<file path="src/hdl/io_port_pkg.sv">
// Package: constants for the configurable I/O port block
package io_port_pkg;
   localparam int          PORT_WIDTH       = 8;
   localparam int          PORT_COUNT       = 3;
   localparam logic [7:0]  LATCH_RESET      = 8'h00;
   localparam logic [7:0]  DIR_RESET        = 8'h00;
   localparam logic [7:0]  OPT_RESET        = 8'h00;
   localparam logic [1:0]  REG_SEL_DATA     = 2'h0;
   localparam logic [1:0]  REG_SEL_DIR      = 2'h1;
   localparam logic [1:0]  REG_SEL_OPT      = 2'h2;
   // Which register of a port an access targets
   typedef enum logic [1:0] {
      SEL_DATA = 2'b00,
      SEL_DIR  = 2'b01,
      SEL_OPT  = 2'b10,
      SEL_NONE = 2'b11
   } reg_sel_t;
   // Trigger mode of a port request
   typedef enum logic [1:0] {
      TRIG_FALL  = 2'b00,
      TRIG_RISE  = 2'b01,
      TRIG_LEVEL = 2'b10,
      TRIG_OFF   = 2'b11
   } trig_mode_t;
endpackage

</file>
<file path="src/hdl/configurable_io_port.sv">
// Top: three bytewise I/O ports with data-space access and interrupt requests
`timescale 1ns/1ns
`default_nettype none
module configurable_io_port #(
   parameter int              WIDTH     = 8,
   parameter logic [7:0]      ANALOG_A  = 8'h30,
   parameter logic [7:0]      ANALOG_B  = 8'h00,
   parameter logic [7:0]      ANALOG_C  = 8'h0c
) (
   input  wire logic                   clk,
   input  wire logic                   rst_b,
   input  wire logic                   clk_en,
   input  wire logic                   wr_en,
   input  wire logic                   rd_en,
   input  wire logic [1:0]             port_idx,
   input  wire logic [1:0]             reg_idx,
   input  wire logic [WIDTH-1:0]       wr_data,
   output logic      [WIDTH-1:0]       rd_data,
   input  wire logic                   source1_level_select,
   input  wire logic                   source2_edge_select,
   input  wire logic                   global_irq_enable,
   input  wire logic [3*WIDTH-1:0]     pin_in,
   output logic      [3*WIDTH-1:0]     pin_out,
   output logic      [3*WIDTH-1:0]     pin_oe,
   output logic      [3*WIDTH-1:0]     pull_up_en,
   output logic      [3*WIDTH-1:0]     analog_sel,
   output logic                        source1_irq,
   output logic                        source2_irq
);
   import io_port_pkg::*;

   logic [3*WIDTH-1:0] out_c;
   logic [3*WIDTH-1:0] oe_c;
   logic [3*WIDTH-1:0] pu_c;
   logic [3*WIDTH-1:0] an_c;
   logic [WIDTH-1:0]   rd_c [PORT_COUNT];
   logic [2:0]         req_c;
   logic [3*WIDTH-1:0] analog_mask;
   trig_mode_t         mode_c [PORT_COUNT];

   // Decode register index into a select; unmapped index selects nothing
   function automatic reg_sel_t decode_sel(input logic [1:0] idx);
      reg_sel_t s;
      s = SEL_NONE;
      if (idx == REG_SEL_DATA) begin
         s = SEL_DATA;
      end else if (idx == REG_SEL_DIR) begin
         s = SEL_DIR;
      end else if (idx == REG_SEL_OPT) begin
         s = SEL_OPT;
      end
      return s;
   endfunction

   assign analog_mask = {ANALOG_C, ANALOG_B, ANALOG_A};

   // Ports A and B share source 1, port C uses source 2
   always_comb begin
      mode_c[0] = source1_level_select ? TRIG_LEVEL : TRIG_FALL;
      mode_c[1] = mode_c[0];
      mode_c[2] = source2_edge_select ? TRIG_RISE : TRIG_FALL;
   end

   // One slice per port; each gets its write strobe by port index
   for (genvar p = 0; p < PORT_COUNT; p++) begin : g_port
      io_line_slice #(
         .WIDTH(WIDTH)
      ) u_slice (
         .clk            (clk),
         .rst_b          (rst_b),
         .clk_en         (clk_en),
         .wr_en          (wr_en && (port_idx == 2'(p))),
         .wr_sel         (decode_sel(reg_idx)),
         .wr_data        (wr_data),
         .rd_sel         (decode_sel(reg_idx)),
         .rd_data        (rd_c[p]),
         .pin_in         (pin_in[p*WIDTH +: WIDTH]),
         .analog_capable (analog_mask[p*WIDTH +: WIDTH]),
         .trig_mode      (mode_c[p]),
         .pin_out        (out_c[p*WIDTH +: WIDTH]),
         .pin_oe         (oe_c[p*WIDTH +: WIDTH]),
         .pull_up_en     (pu_c[p*WIDTH +: WIDTH]),
         .analog_sel     (an_c[p*WIDTH +: WIDTH]),
         .irq_req        (req_c[p])
      );
   end

   // Registered pin side; one cycle after a register write
   always_ff @(posedge clk) begin
      if (!rst_b) begin
         pin_out    <= '0;
         pin_oe     <= '0;
         pull_up_en <= '1;       // Reset mode is pulled-up input
         analog_sel <= '0;
      end else if (clk_en) begin
         pin_out    <= out_c;
         pin_oe     <= oe_c;
         pull_up_en <= pu_c;
         analog_sel <= an_c;
      end
   end

   // Read data registered; out-of-range port or register reads zero
   always_ff @(posedge clk) begin
      if (!rst_b) begin
         rd_data <= '0;
      end else if (clk_en && rd_en) begin
         if (port_idx < 2'(PORT_COUNT)) begin
            rd_data <= rd_c[port_idx];
         end else begin
            rd_data <= '0;
         end
      end
   end

   // Requests gated by global enable; level so the controller samples it
   always_ff @(posedge clk) begin
      if (!rst_b) begin
         source1_irq <= 1'b0;
         source2_irq <= 1'b0;
      end else if (clk_en) begin
         source1_irq <= global_irq_enable & (req_c[0] | req_c[1]);
         source2_irq <= global_irq_enable & req_c[2];
      end
   end
endmodule
`default_nettype wire

</file>
<file path="src/hdl/io_line_slice.sv">
// One port slice: three registers, pin drive and request detection
`timescale 1ns/1ns
`default_nettype none
module io_line_slice #(
   parameter int WIDTH = 8
) (
   input  wire logic                   clk,
   input  wire logic                   rst_b,
   input  wire logic                   clk_en,
   input  wire logic                   wr_en,
   input  wire io_port_pkg::reg_sel_t  wr_sel,
   input  wire logic [WIDTH-1:0]       wr_data,
   input  wire io_port_pkg::reg_sel_t  rd_sel,
   output logic      [WIDTH-1:0]       rd_data,
   input  wire logic [WIDTH-1:0]       pin_in,
   input  wire logic [WIDTH-1:0]       analog_capable,
   input  wire io_port_pkg::trig_mode_t trig_mode,
   output logic      [WIDTH-1:0]       pin_out,
   output logic      [WIDTH-1:0]       pin_oe,
   output logic      [WIDTH-1:0]       pull_up_en,
   output logic      [WIDTH-1:0]       analog_sel,
   output logic                        irq_req
);
   import io_port_pkg::*;

   logic [WIDTH-1:0] port_level_latch_q;
   logic [WIDTH-1:0] line_direction_reg_q;
   logic [WIDTH-1:0] line_option_reg_q;
   logic [WIDTH-1:0] pin_prev_q;
   logic [WIDTH-1:0] irq_lines;
   logic [WIDTH-1:0] data_view;

   // Register writes; reset clears all three so lines start as pulled-up inputs
   always_ff @(posedge clk) begin
      if (!rst_b) begin
         port_level_latch_q   <= LATCH_RESET;
         line_direction_reg_q <= DIR_RESET;
         line_option_reg_q    <= OPT_RESET;
      end else if (clk_en && wr_en) begin
         if (wr_sel == SEL_DATA) begin
            port_level_latch_q <= wr_data;
         end else if (wr_sel == SEL_DIR) begin
            line_direction_reg_q <= wr_data;
         end else if (wr_sel == SEL_OPT) begin
            line_option_reg_q <= wr_data;
         end
      end
   end

   // Previous pin level for edge detection
   always_ff @(posedge clk) begin
      if (!rst_b) begin
         pin_prev_q <= '1;
      end else if (clk_en) begin
         pin_prev_q <= pin_in;
      end
   end

   // Input lines read the pin; output lines read back the latch
   always_comb begin
      data_view = (line_direction_reg_q & port_level_latch_q)
                | (~line_direction_reg_q & pin_in);
      rd_data   = '0;
      case (rd_sel)
         SEL_DATA: rd_data = data_view;
         SEL_DIR:  rd_data = line_direction_reg_q;
         SEL_OPT:  rd_data = line_option_reg_q;
         default:  rd_data = '0;
      endcase
   end

   // Pin modes decoded per line from direction, option and latch
   always_comb begin
      for (int i = 0; i < WIDTH; i++) begin
         // Open drain drives only low; push-pull drives both levels
         pin_out[i] = port_level_latch_q[i];
         pin_oe[i]  = line_direction_reg_q[i]
                    & (line_option_reg_q[i] | ~port_level_latch_q[i]);
         // Pull-up only for inputs with latch cleared
         pull_up_en[i] = ~line_direction_reg_q[i] & ~port_level_latch_q[i];
         analog_sel[i] = ~line_direction_reg_q[i] & line_option_reg_q[i]
                       & port_level_latch_q[i] & analog_capable[i];
         irq_lines[i]  = ~line_direction_reg_q[i] & line_option_reg_q[i]
                       & ~port_level_latch_q[i];
      end
   end

   // Combine interrupt lines into one request per port
   always_comb begin
      case (trig_mode)
         TRIG_FALL:  irq_req = |(irq_lines & pin_prev_q & ~pin_in);
         TRIG_RISE:  irq_req = |(irq_lines & ~pin_prev_q & pin_in);
         TRIG_LEVEL: irq_req = |(irq_lines & ~pin_in);
         default:    irq_req = 1'b0;
      endcase
   end
endmodule
`default_nettype wire

</file>
<file path="config.mk">
export PLATFORM = sky130hd
export DESIGN_NAME = configurable_io_port
export DESIGN_NICKNAME = d
export VERILOG_FILES = /design/src/hdl/io_port_pkg.sv /design/src/hdl/configurable_io_port.sv /design/src/hdl/io_line_slice.sv
export SDC_FILE = /design/constraint.sdc
export NUM_CORES = 1
export LEC_CHECK = 0
export BUFFER_PORTS_ARGS = -buffer_cell sky130_fd_sc_hd__buf_2
export CORE_MARGIN = 4
export CORE_UTILIZATION = 60
export DETAILED_ROUTE_END_ITERATION = 12
export PLACE_DENSITY = 0.85
export SLEW_MARGIN = 20
export SYNTH_ARGS = -nofsm -noshare
export SYNTH_HDL_FRONTEND = slang
export SYNTH_SLANG_ARGS = --single-unit
</file>
<file path="constraint.sdc">
create_clock -name clk -period 2.6 [get_ports clk]
set_input_delay 0.52 -clock clk [delete_from_list [all_inputs] [get_ports clk]]
set_output_delay 0.52 -clock clk [all_outputs]
set_load 0.01 [all_outputs]
</file>
==> results of run 1 <==
-- worst reg2reg max path, delay by kind of cell, from the launching register on --
family             cells  cell delay (ps)
and+or+nand+nor        3             1030
AOI/OAI and AO/OA      2              360
DFF                    1              370
-- how the worst min path moves through the flow --
stage / from / to / slack [ps] / depth (start not counted)
final: pin_in[17] / g_port[2].u_slice.pin_prev_q[1] / 340 / 3
after global routing: pin_in[20] / g_port[2].u_slice.pin_prev_q[4] / 360 / 3
after CTS: pin_in[17] / g_port[2].u_slice.pin_prev_q[1] / 330 / 3
after detailed placement: pull_up_en[5] / pull_up_en[5] / 460 / 2
after global placement: g_port[0].u_slice.pin_prev_q[7] / g_port[0].u_slice.pin_prev_q[7] / 450 / 2
after floorplan: g_port[0].u_slice.pin_prev_q[0] / g_port[0].u_slice.pin_prev_q[0] / 440 / 2
-- final cells by class --
type	instances	area (sq um)
Sequential cell	182	3643
Antenna cell	2	5.005
Timing Repair Buffer	141	753.2
Multi-Input combinational cell	638	4379
Clock inverter	12	143.9
Fill cell	1100	4165
Tap cell	180	225.2
Inverter	30	112.6
Clock buffer	19	452.9
-- Yosys cell counts (2+ instances only) --
cell and count:
sky130_fd_sc_hd__a211oi_1 7, sky130_fd_sc_hd__a21boi_0 28, sky130_fd_sc_hd__a21oi_1 27, sky130_fd_sc_hd__a22o_1 8, sky130_fd_sc_hd__a22oi_1 4, sky130_fd_sc_hd__and2_1 2, sky130_fd_sc_hd__and4_1 3, sky130_fd_sc_hd__buf_2 14
sky130_fd_sc_hd__buf_4 21, sky130_fd_sc_hd__clkbuf_1 47, sky130_fd_sc_hd__dfxtp_1 182, sky130_fd_sc_hd__inv_1 29, sky130_fd_sc_hd__mux2i_1 119, sky130_fd_sc_hd__nand2_1 50, sky130_fd_sc_hd__nand2b_1 35, sky130_fd_sc_hd__nand3_1 6
sky130_fd_sc_hd__nand3b_1 2, sky130_fd_sc_hd__nand4_1 4, sky130_fd_sc_hd__nand4b_1 17, sky130_fd_sc_hd__nor2_1 16, sky130_fd_sc_hd__nor2_8 2, sky130_fd_sc_hd__nor2b_1 105, sky130_fd_sc_hd__nor3_1 2, sky130_fd_sc_hd__nor4_1 4
sky130_fd_sc_hd__nor4b_1 16, sky130_fd_sc_hd__o211ai_1 30, sky130_fd_sc_hd__o21ai_0 92, sky130_fd_sc_hd__o311ai_0 2, sky130_fd_sc_hd__o31ai_1 4, sky130_fd_sc_hd__or3b_1 2, sky130_fd_sc_hd__or3b_2 12
-- flip-flops by register name, summed over array words and instances (netlist names) --
| register | flops |
|---|---|
| g_port.u_slice.line_direction_reg_q | 24 |
| g_port.u_slice.line_option_reg_q | 24 |
| g_port.u_slice.pin_out | 24 |
| g_port.u_slice.pin_prev_q | 24 |
| pin_oe | 24 |
| pin_out | 24 |
| pull_up_en | 24 |
| rd_data | 8 |
| analog_sel | 4 |
| source1_irq | 1 |
| source2_irq | 1 |
-- power groups by stage --
stage / registers (mW) / logic (mW) / clock network, mW
2_1_floorplan: 2.92 / 0.312 / 0
3_3_place_gp: 2.92 / 0.418 / 0
3_5_place_dp: 2.92 / 0.424 / 0
4_1_cts: 2.86 / 0.427 / 2.64
5_1_grt: 2.86 / 0.468 / 2.75
6_report: 2.86 / 0.436 / 2.62
-- routing by layer --
metal	vias up	track usage, %
met2	376	40.47
li1	3363	-
met3	66	6.232
met5	-	0
met4	2	13.31
met1	3374	40.59
-- cell families after synthesis --
family,after synthesis
AOI/OAI and AO/OA,212
buffers and inverters,114
DFF,182
muxes,119
other,1
and+or+nand+nor,287
-- through the flow --
stage | setup slack [ps] | utilization, % | instance area (sq um) | power [mW] | hold WS (ps)
after floorplan | 882.8 | - | 8548 | 3.229 | 441.6
after global placement | 367.8 | 65.66 | 9114 | 3.340 | 455.0
after detailed placement | 296.7 | 65.66 | 9114 | 3.347 | 455.9
after CTS | 728.5 | 69.96 | 9711 | 5.925 | 334.8
after global routing | 578.9 | 69.99 | 9716 | 6.084 | 358.6
final | 683.6 | 69.99 | 9716 | 5.914 | 344.6
==> flow_summary.rst, run 1 <==
.. list-table::
   :header-rows: 1

   * - Metric
     - Value
   * - Simple-gate area share of the yosys netlist
     - 21.18%
   * - Largest family of logic cells by synthesized area
     - simple AND/OR/NAND/NOR gates
   * - Pin slew with the least headroom to its limit
     - roughly 750 ps
   * - Maximum number of pins on one net before global-route repair
     - 126
   * - Total length of routed met3 wires
     - 2212 um
   * - CTS resizes
     - 0
   * - Number of enable flip-flop cells after synthesis
     - 0
   * - Cell family contributing the most delay on the critical path
     - simple AND/OR/NAND/NOR gates
   * - Sequential group share of total power
     - roughly half
   * - Final #Nets
     - 1054
   * - Crit path required time
     - 2920 ps
   * - Total half-perimeter wirelength after legalization and detailed placement
     - 15840 um
   * - Worst skew pair latency
     - 440 ps
   * - Remaining max-slew budget at the tightest pin
     - 49.97%
   * - Most common cell after layout, fill and taps aside
     - sky130_fd_sc_hd__dfxtp_1
   * - TNS Setup
     - 0 ps
   * - Final Wtd Congestion
     - ~0.9
   * - Layout overhead on the synthesized area
     - 14.61%
   * - Highest ir drop seen on vdd
     - about 0.57 mV
   * - Internal power consumption
     - 4.476 mW
   * - Fraction of final layout cells sized beyond drive strength 1
     - around a fifth
   * - Wire length of the first global-routing pass
     - 35760 um
   * - Clock tree skew after final layout
     - 7.803 ps
   * - Setup repair after global routing missed its margin
     - false
   * - Via count of the first global-routing pass
     - 6435
   * - I/O pin cnt
     - 150
   * - Critical Path Fanout Max
     - 35
   * - Buffer levels on the longest clock path
     - 2
   * - Switch share
     - about a quarter
   * - Post-CTS Setup Bufs
     - 0
   * - Tcrit/Tclk final
     - 73.71%
   * - Dominant register cell in the synthesized netlist
     - sky130_fd_sc_hd__dfxtp_1
   * - Starting density of the core
     - 61.07%
   * - Num rows
     - 43
   * - Shortest clock period the worst path allows after layout
     - 1916 ps
   * - Iter 0 DRT Violations
     - around 800
   * - Logic pwr share
     - 7.4%
   * - Cell Count Post-Placement
     - 1171
   * - Setup slack of the worst register-to-register path
     - 760 ps
   * - Largest cells by area after synthesis
     - sky130_fd_sc_hd__dfxtp_1 (43%), sky130_fd_sc_hd__mux2i_1 (14%), sky130_fd_sc_hd__nor2b_1 (7.7%)
   * - Fraction of synthesized cell area in xor and xnor cells
     - 0%
   * - Total number of vias
     - a little over 7000
   * - Chip height
     - ~130 um
   * - Detailed-route wire length
     - 23110 um
   * - Critical-path cell with the highest stage delay
     - sky130_fd_sc_hd__or3_1
   * - Total global routing track utilization
     - approximately 28%
   * - WL/cell
     - 19.19 um
   * - Number of clock buffers inserted by TritonCTS
     - 17
   * - TritonCTS clock tree
     - built
   * - Detailed-routing iteration count for the pre-antenna-repair pass
     - 5
   * - Result of the run
     - completed
   * - Worst setup path class
     - input port to flop
   * - Ordered cell list for the critical path
     - buf_2 -> nand3b_2 -> or3_1 -> mux2i_1 -> nor2b_1
   * - Worst reg2reg path startpoint
     - g_port[1].u_slice.pin_out[5]
   * - Number of sinks handled by clock tree synthesis
     - 182
   * - Total core area
     - approximately 14000 sq um
   * - R2R cell count
     - 5
   * - CP startpoint
     - reg_idx[0]
   * - Syn. warnings
     - 0
   * - Synth async-reset ratio
     - 0%
   * - H-tree level count
     - 4
   * - Fraction of synthesized area in multiplexers
     - approximately 14%
   * - Buffer cell driving the clock tree root
     - sky130_fd_sc_hd__clkbuf_16
   * - Final number of setup-violating endpoints
     - 0
   * - Critical Path Max Stage Delay
     - 650 ps
   * - Die outline width
     - 126.9 um
   * - Synthesized area divided by synthesized cell count
     - a little over 9 sq um
   * - Number of hold buffers added after cts
     - 0
   * - Routed metal-1 wirelength
     - 10200 um
   * - Antenna-violating nets left
     - 0
   * - Final cell count without fillers
     - 1204
   * - Top cell type by total area after synthesis
     - sky130_fd_sc_hd__dfxtp_1
   * - Remaining DRCs
     - 0
   * - Total overflow reported by the global router
     - 0
   * - Reg-to-Reg End
     - source1_irq
   * - Area of the die
     - 16090 sq um
   * - Compound-gate portion of the synthesized area
     - 15.54%
   * - Count of port buffers added during placement
     - 129
   * - Most frequent cells in the layout
     - sky130_fd_sc_hd__dfxtp_1 (182), sky130_fd_sc_hd__buf_2 (127), sky130_fd_sc_hd__mux2i_1 (119)
   * - FF+latch count, synth
     - ~180
   * - Proportion of netlist area held by the largest area contributor
     - 42.98%
   * - Switching component of the power
     - ~1.4 mW
   * - Met2 Wirelength
     - 9896 um
   * - Maximum operating frequency
     - 521.8 MHz
   * - Maximum Capacitance Violations
     - 0
   * - Share of synthesized cell area in full adder, half adder and majority cells
     - 0%
   * - Number of buffers and inverters on the critical path
     - 1
   * - Post-synth cell types
     - 54
   * - CP Capture Type
     - flop
   * - Final hold violation count
     - 0
   * - Total count of max-transition violations in the final report
     - 0
   * - Clock-pin transition on the worst setup and hold timing paths
     - approximately 70 ps
   * - Leak Pwr
     - about 3.8 nW
   * - Category of the worst setup path launch point
     - input port
   * - CP Data Arrival Time
     - 2240 ps
   * - Class of the most critical hold timing path
     - input port to flop
   * - Mapped cell area
     - 8477 sq um
   * - Part of the Yosys area used for sequential elements
     - roughly 43%
   * - Clock network power share
     - approximately 44%
   * - End of the critical path
     - g_port[0].u_slice.line_direction_reg_q[4]
   * - Post-Synthesis Cells
     - 915
   * - Critical Path Stages
     - 5
   * - Uppermost routed layer
     - met5
   * - P per Cell Area
     - slightly above 600 nW/um^2
   * - Vias per cell
     - roughly 6.0
   * - Number of antenna violations at the first check in global routing
     - 3
Power figures use the tool's default switching activity.
==> run 2: changes to the inputs <==
--- a/config.mk
+++ b/config.mk
@@ -5,11 +5,12 @@
 export SDC_FILE = /design/constraint.sdc
 export NUM_CORES = 1
 export LEC_CHECK = 0
+export ABC_AREA = 1
 export BUFFER_PORTS_ARGS = -buffer_cell sky130_fd_sc_hd__buf_2
 export CORE_MARGIN = 4
-export CORE_UTILIZATION = 60
+export CORE_UTILIZATION = 55
 export DETAILED_ROUTE_END_ITERATION = 12
-export PLACE_DENSITY = 0.85
+export PLACE_DENSITY = 0.79
 export SLEW_MARGIN = 20
 export SYNTH_ARGS = -nofsm -noshare
 export SYNTH_HDL_FRONTEND = slang
==> constraint.sdc (replaced) <==
create_clock -name clk -period 1.8 [get_ports clk]
set_input_delay 0.36 -clock clk [delete_from_list [all_inputs] [get_ports clk]]
set_output_delay 0.36 -clock clk [all_outputs]
set_load 0.01 [all_outputs]
==> flow_summary.rst, run 2 <==
.. list-table::
   :header-rows: 1

   * - Metric
     - Value
   * - Dominant cell by count in the synthesized netlist
     - sky130_fd_sc_hd__dfxtp_1
   * - Total core area
     - roughly 14000 sq um
   * - Number of hold buffers added after cts
     - 0
   * - Antenna-violating nets left
     - 0
   * - Worst setup slack after placement
     - -12.07 ps
   * - Share of synthesized cell area in full adder, half adder and majority cells
     - 0%
   * - Fraction of synthesized area in multiplexers
     - 0%
   * - Total half-perimeter wirelength after legalization and detailed placement
     - between 15000 and 20000 um
   * - Register cell area after layout
     - approximately 3600 sq um
   * - Iter 0 DRT Violations
     - 1132
   * - Part of the Yosys area used for sequential elements
     - 45.68%
   * - Number of sinks handled by clock tree synthesis
     - 182
   * - Dominant register cell in the synthesized netlist
     - sky130_fd_sc_hd__dfxtp_1
   * - WL/cell
     - 17.42 um
   * - Most common cell after layout, fill and taps aside
     - sky130_fd_sc_hd__dfxtp_1
   * - Critical Path Fanout Max
     - 4
   * - Leak Pwr
     - around 3.8 nW
   * - Die outline width
     - 128.4 um
   * - FF+latch count, synth
     - 182
   * - Pin slew with the least headroom to its limit
     - 672.5 ps
   * - Num rows
     - between 40 and 50
   * - Logic pwr share
     - 9.7%
   * - Shortest clock period the worst path allows after layout
     - 1502 ps
   * - Setup slack of the worst register-to-register path
     - 300 ps
   * - Remaining max-slew budget at the tightest pin
     - a little under three fifths
   * - Final Total Pwr
     - 8.944 mW
   * - Maximum Capacitance Violations
     - 0
   * - Count of port buffers added during placement
     - 129
   * - Starting density of the core
     - 56.80%
   * - Result of the run
     - completed
   * - TritonCTS clock tree
     - built
   * - Fraction of final layout cells sized beyond drive strength 1
     - 17.43%
   * - Top cell type by total area after synthesis
     - sky130_fd_sc_hd__dfxtp_1
   * - Syn. warnings
     - 0
   * - Buffer cell driving the clock tree root
     - sky130_fd_sc_hd__clkbuf_16
   * - Footprint of the multi-input gates
     - 3561 sq um
   * - Clock tree skew after final layout
     - 10.15 ps
   * - Internal power consumption
     - 6.652 mW
   * - Sequential group share of total power
     - 47.6%
   * - Clock network power share
     - 42.8%
   * - Number of inserted filler cells in the final layout
     - 1236
   * - Wire length of the first global-routing pass
     - 36990 um
   * - Mapped cell area
     - 7976 sq um
   * - Total global routing track utilization
     - 28.39%
   * - Number of antenna violations at the first check in global routing
     - 0
   * - Hold path depth
     - 3
   * - Total number of vias
     - 7891
   * - Total length of routed met3 wires
     - ~2300 um
   * - Final #Nets
     - approximately 1200
   * - CP Capture Type
     - flop
   * - Compound-gate portion of the synthesized area
     - 26.26%
   * - H-tree level count
     - 4
   * - Simple-gate area share of the yosys netlist
     - 17.44%
   * - Most frequent cells in the layout
     - sky130_fd_sc_hd__dfxtp_1 (182), sky130_fd_sc_hd__a21oi_1 (159), sky130_fd_sc_hd__nand2_1 (145)
   * - Leading post-synthesis cells by instance count
     - sky130_fd_sc_hd__dfxtp_1 (182), sky130_fd_sc_hd__a21oi_1 (159), sky130_fd_sc_hd__nand2_1 (145), sky130_fd_sc_hd__o21ai_0 (106), sky130_fd_sc_hd__inv_1 (95)
   * - Worst reg2reg path startpoint
     - g_port[0].u_slice.line_direction_reg_q[7]
   * - Endpoint, Worst Hold
     - g_port[0].u_slice.pin_prev_q[2]
   * - Crit path setup slack, layout
     - ~300 ps
   * - Vias per cell
     - 5.815
   * - CP Data Arrival Time
     - 1820 ps
   * - Final hold violation count
     - 0
   * - Crit path required time
     - 2120 ps
   * - I/O pin cnt
     - 150
   * - Post-synth cell types
     - 39
   * - Via count of the first global-routing pass
     - 7086
   * - Class of the most critical hold timing path
     - input port to flop
   * - Final cell count without fillers
     - 1357
   * - Proportion of netlist area held by the largest area contributor
     - 45.68%
   * - Clock-pin transition on the worst setup and hold timing paths
     - ~70 ps
   * - Cell Count Post-Placement
     - 1324
   * - Post-CTS Setup Bufs
     - 0
   * - P per Cell Area
     - between 900 and 1000 nW/um^2
   * - Setup repair after global routing missed its margin
     - false
   * - Uppermost routed layer
     - met4
   * - Worst skew pair latency
     - approximately 440 ps
   * - Detailed-routing iteration count for the pre-antenna-repair pass
     - 5
   * - Total overflow reported by the global router
     - 0
   * - Post-Synthesis Cells
     - 1055
   * - Remaining DRCs
     - 0
   * - Hold path startpoint
     - pin_in[2]
   * - Maximum number of pins on one net before global-route repair
     - 80
   * - R2R cell count
     - 9
   * - Met2 Wirelength
     - 10580 um
   * - Synthesized area divided by synthesized cell count
     - 7.561 sq um
   * - Largest cells by area after synthesis
     - sky130_fd_sc_hd__dfxtp_1 (46%), sky130_fd_sc_hd__a21oi_1 (10%), sky130_fd_sc_hd__nand2_1 (6.8%)
   * - Maximum operating frequency
     - 665.9 MHz
   * - Largest family of logic cells by synthesized area
     - compound AO/OA/AOI/OAI gates
   * - Routed metal-1 wirelength
     - between 10000 and 15000 um
   * - Number of clock buffers inserted by TritonCTS
     - 17
   * - Switching component of the power
     - 2.292 mW
   * - Chip height
     - 128.4 um
   * - Final Wtd Congestion
     - 0.9153
   * - Tcrit/Tclk final
     - a little over four fifths
   * - Fraction of synthesized cell area in xor and xnor cells
     - 0%
   * - Category of the worst setup path launch point
     - flop
   * - Area of the die
     - 16490 sq um
   * - Switch share
     - roughly a quarter
   * - Total count of max-transition violations in the final report
     - 0
   * - Layout overhead on the synthesized area
     - 16.11%
   * - Highest ir drop seen on vdd
     - 0.6153 mV
   * - Buffer levels on the longest clock path
     - 2
   * - Reg-to-Reg End
     - source1_irq
   * - CTS resizes
     - 0
   * - Detailed-route wire length
     - 23630 um
   * - Number of enable flip-flop cells after synthesis
     - 0
   * - Worst setup path class
     - flop to flop
   * - Synth async-reset ratio
     - 0%
   * - Final number of setup-violating endpoints
     - 0
## run 2: worst max path at each step
stage | from | to | depth (start not counted)
2_1_floorplan | clk_en | g_port[1].u_slice.line_direction_reg_q[5] | 9
3_3_place_gp | reg_idx[1] | rd_data[5] | 8
3_5_place_dp | reg_idx[1] | rd_data[3] | 8
4_1_cts | g_port[0].u_slice.line_direction_reg_q[7] | source1_irq | 9
5_1_grt | g_port[1].u_slice.line_direction_reg_q[0] | source1_irq | 9
6_report | g_port[0].u_slice.line_direction_reg_q[7] | source1_irq | 9
## run 2: cells by family (layout without fill, tap and decap cells)
logic type | Yosys count | after routing
other | 1 | 21
AO/OA/AOI/OAI | 368 | 368
flip-flops | 182 | 182
AND/OR/NAND/NOR | 323 | 323
buffers and inverters | 181 | 283
## run 2: worst max-delay path, cell delays in order, from the launching register on
cell                      delay (ps)
sky130_fd_sc_hd__dfxtp_1         400
sky130_fd_sc_hd__nor2_1           90
sky130_fd_sc_hd__nand3_1         110
sky130_fd_sc_hd__nand2_1          80
sky130_fd_sc_hd__nor2_1          190
sky130_fd_sc_hd__nand3_1         100
sky130_fd_sc_hd__nor2_1          180
sky130_fd_sc_hd__nor2_1           60
sky130_fd_sc_hd__nand2_1         100
sky130_fd_sc_hd__a21oi_1          70
## run 2: per-stage QoR
| stage | setup TNS (ps) | cell area, sq um | utilization [%] | hold slack, ps |
|---|---|---|---|---|
| final | 0 | 9261 | 65.95 | 156.0 |
| after CTS | 0 | 9259 | 65.94 | 154.5 |
| after detailed placement | -17.01 | 8656 | 61.64 | 434.6 |
| after global placement | -1.960 | 8656 | 61.64 | 427.1 |
| after floorplan | 0 | 8048 | - | 423.0 |
| after global routing | 0 | 9259 | 65.94 | 159.5 |
## run 2: final cells by class
| type | instances | area share, % |
|---|---|---|
| Antenna cell | 1 | 0.02702 |
| Clock inverter | 14 | 1.878 |
| Inverter | 104 | 4.242 |
| Sequential cell | 182 | 39.34 |
| Tap cell | 180 | 2.432 |
| Clock buffer | 18 | 4.634 |
| Multi-Input combinational cell | 711 | 38.45 |
| Timing Repair Buffer | 147 | 8.998 |
## run 2: metal layers
layer	vias to the layer above	GRT usage, %
li1	3783	-
met1	3620	38.37
met2	432	44.41
met3	56	6.600
met4	0	10.67
met5	-	0
## run 2: power by group through the flow
stage	Combinational (mW)	Clock (mW)	Sequential (mW)
global route	0.950	4.05	4.27
floorplan	0.525	0	4.37
detailed placement	0.848	0	4.34
global placement	0.835	0	4.34
finish	0.863	3.83	4.25
CTS	0.854	3.85	4.25
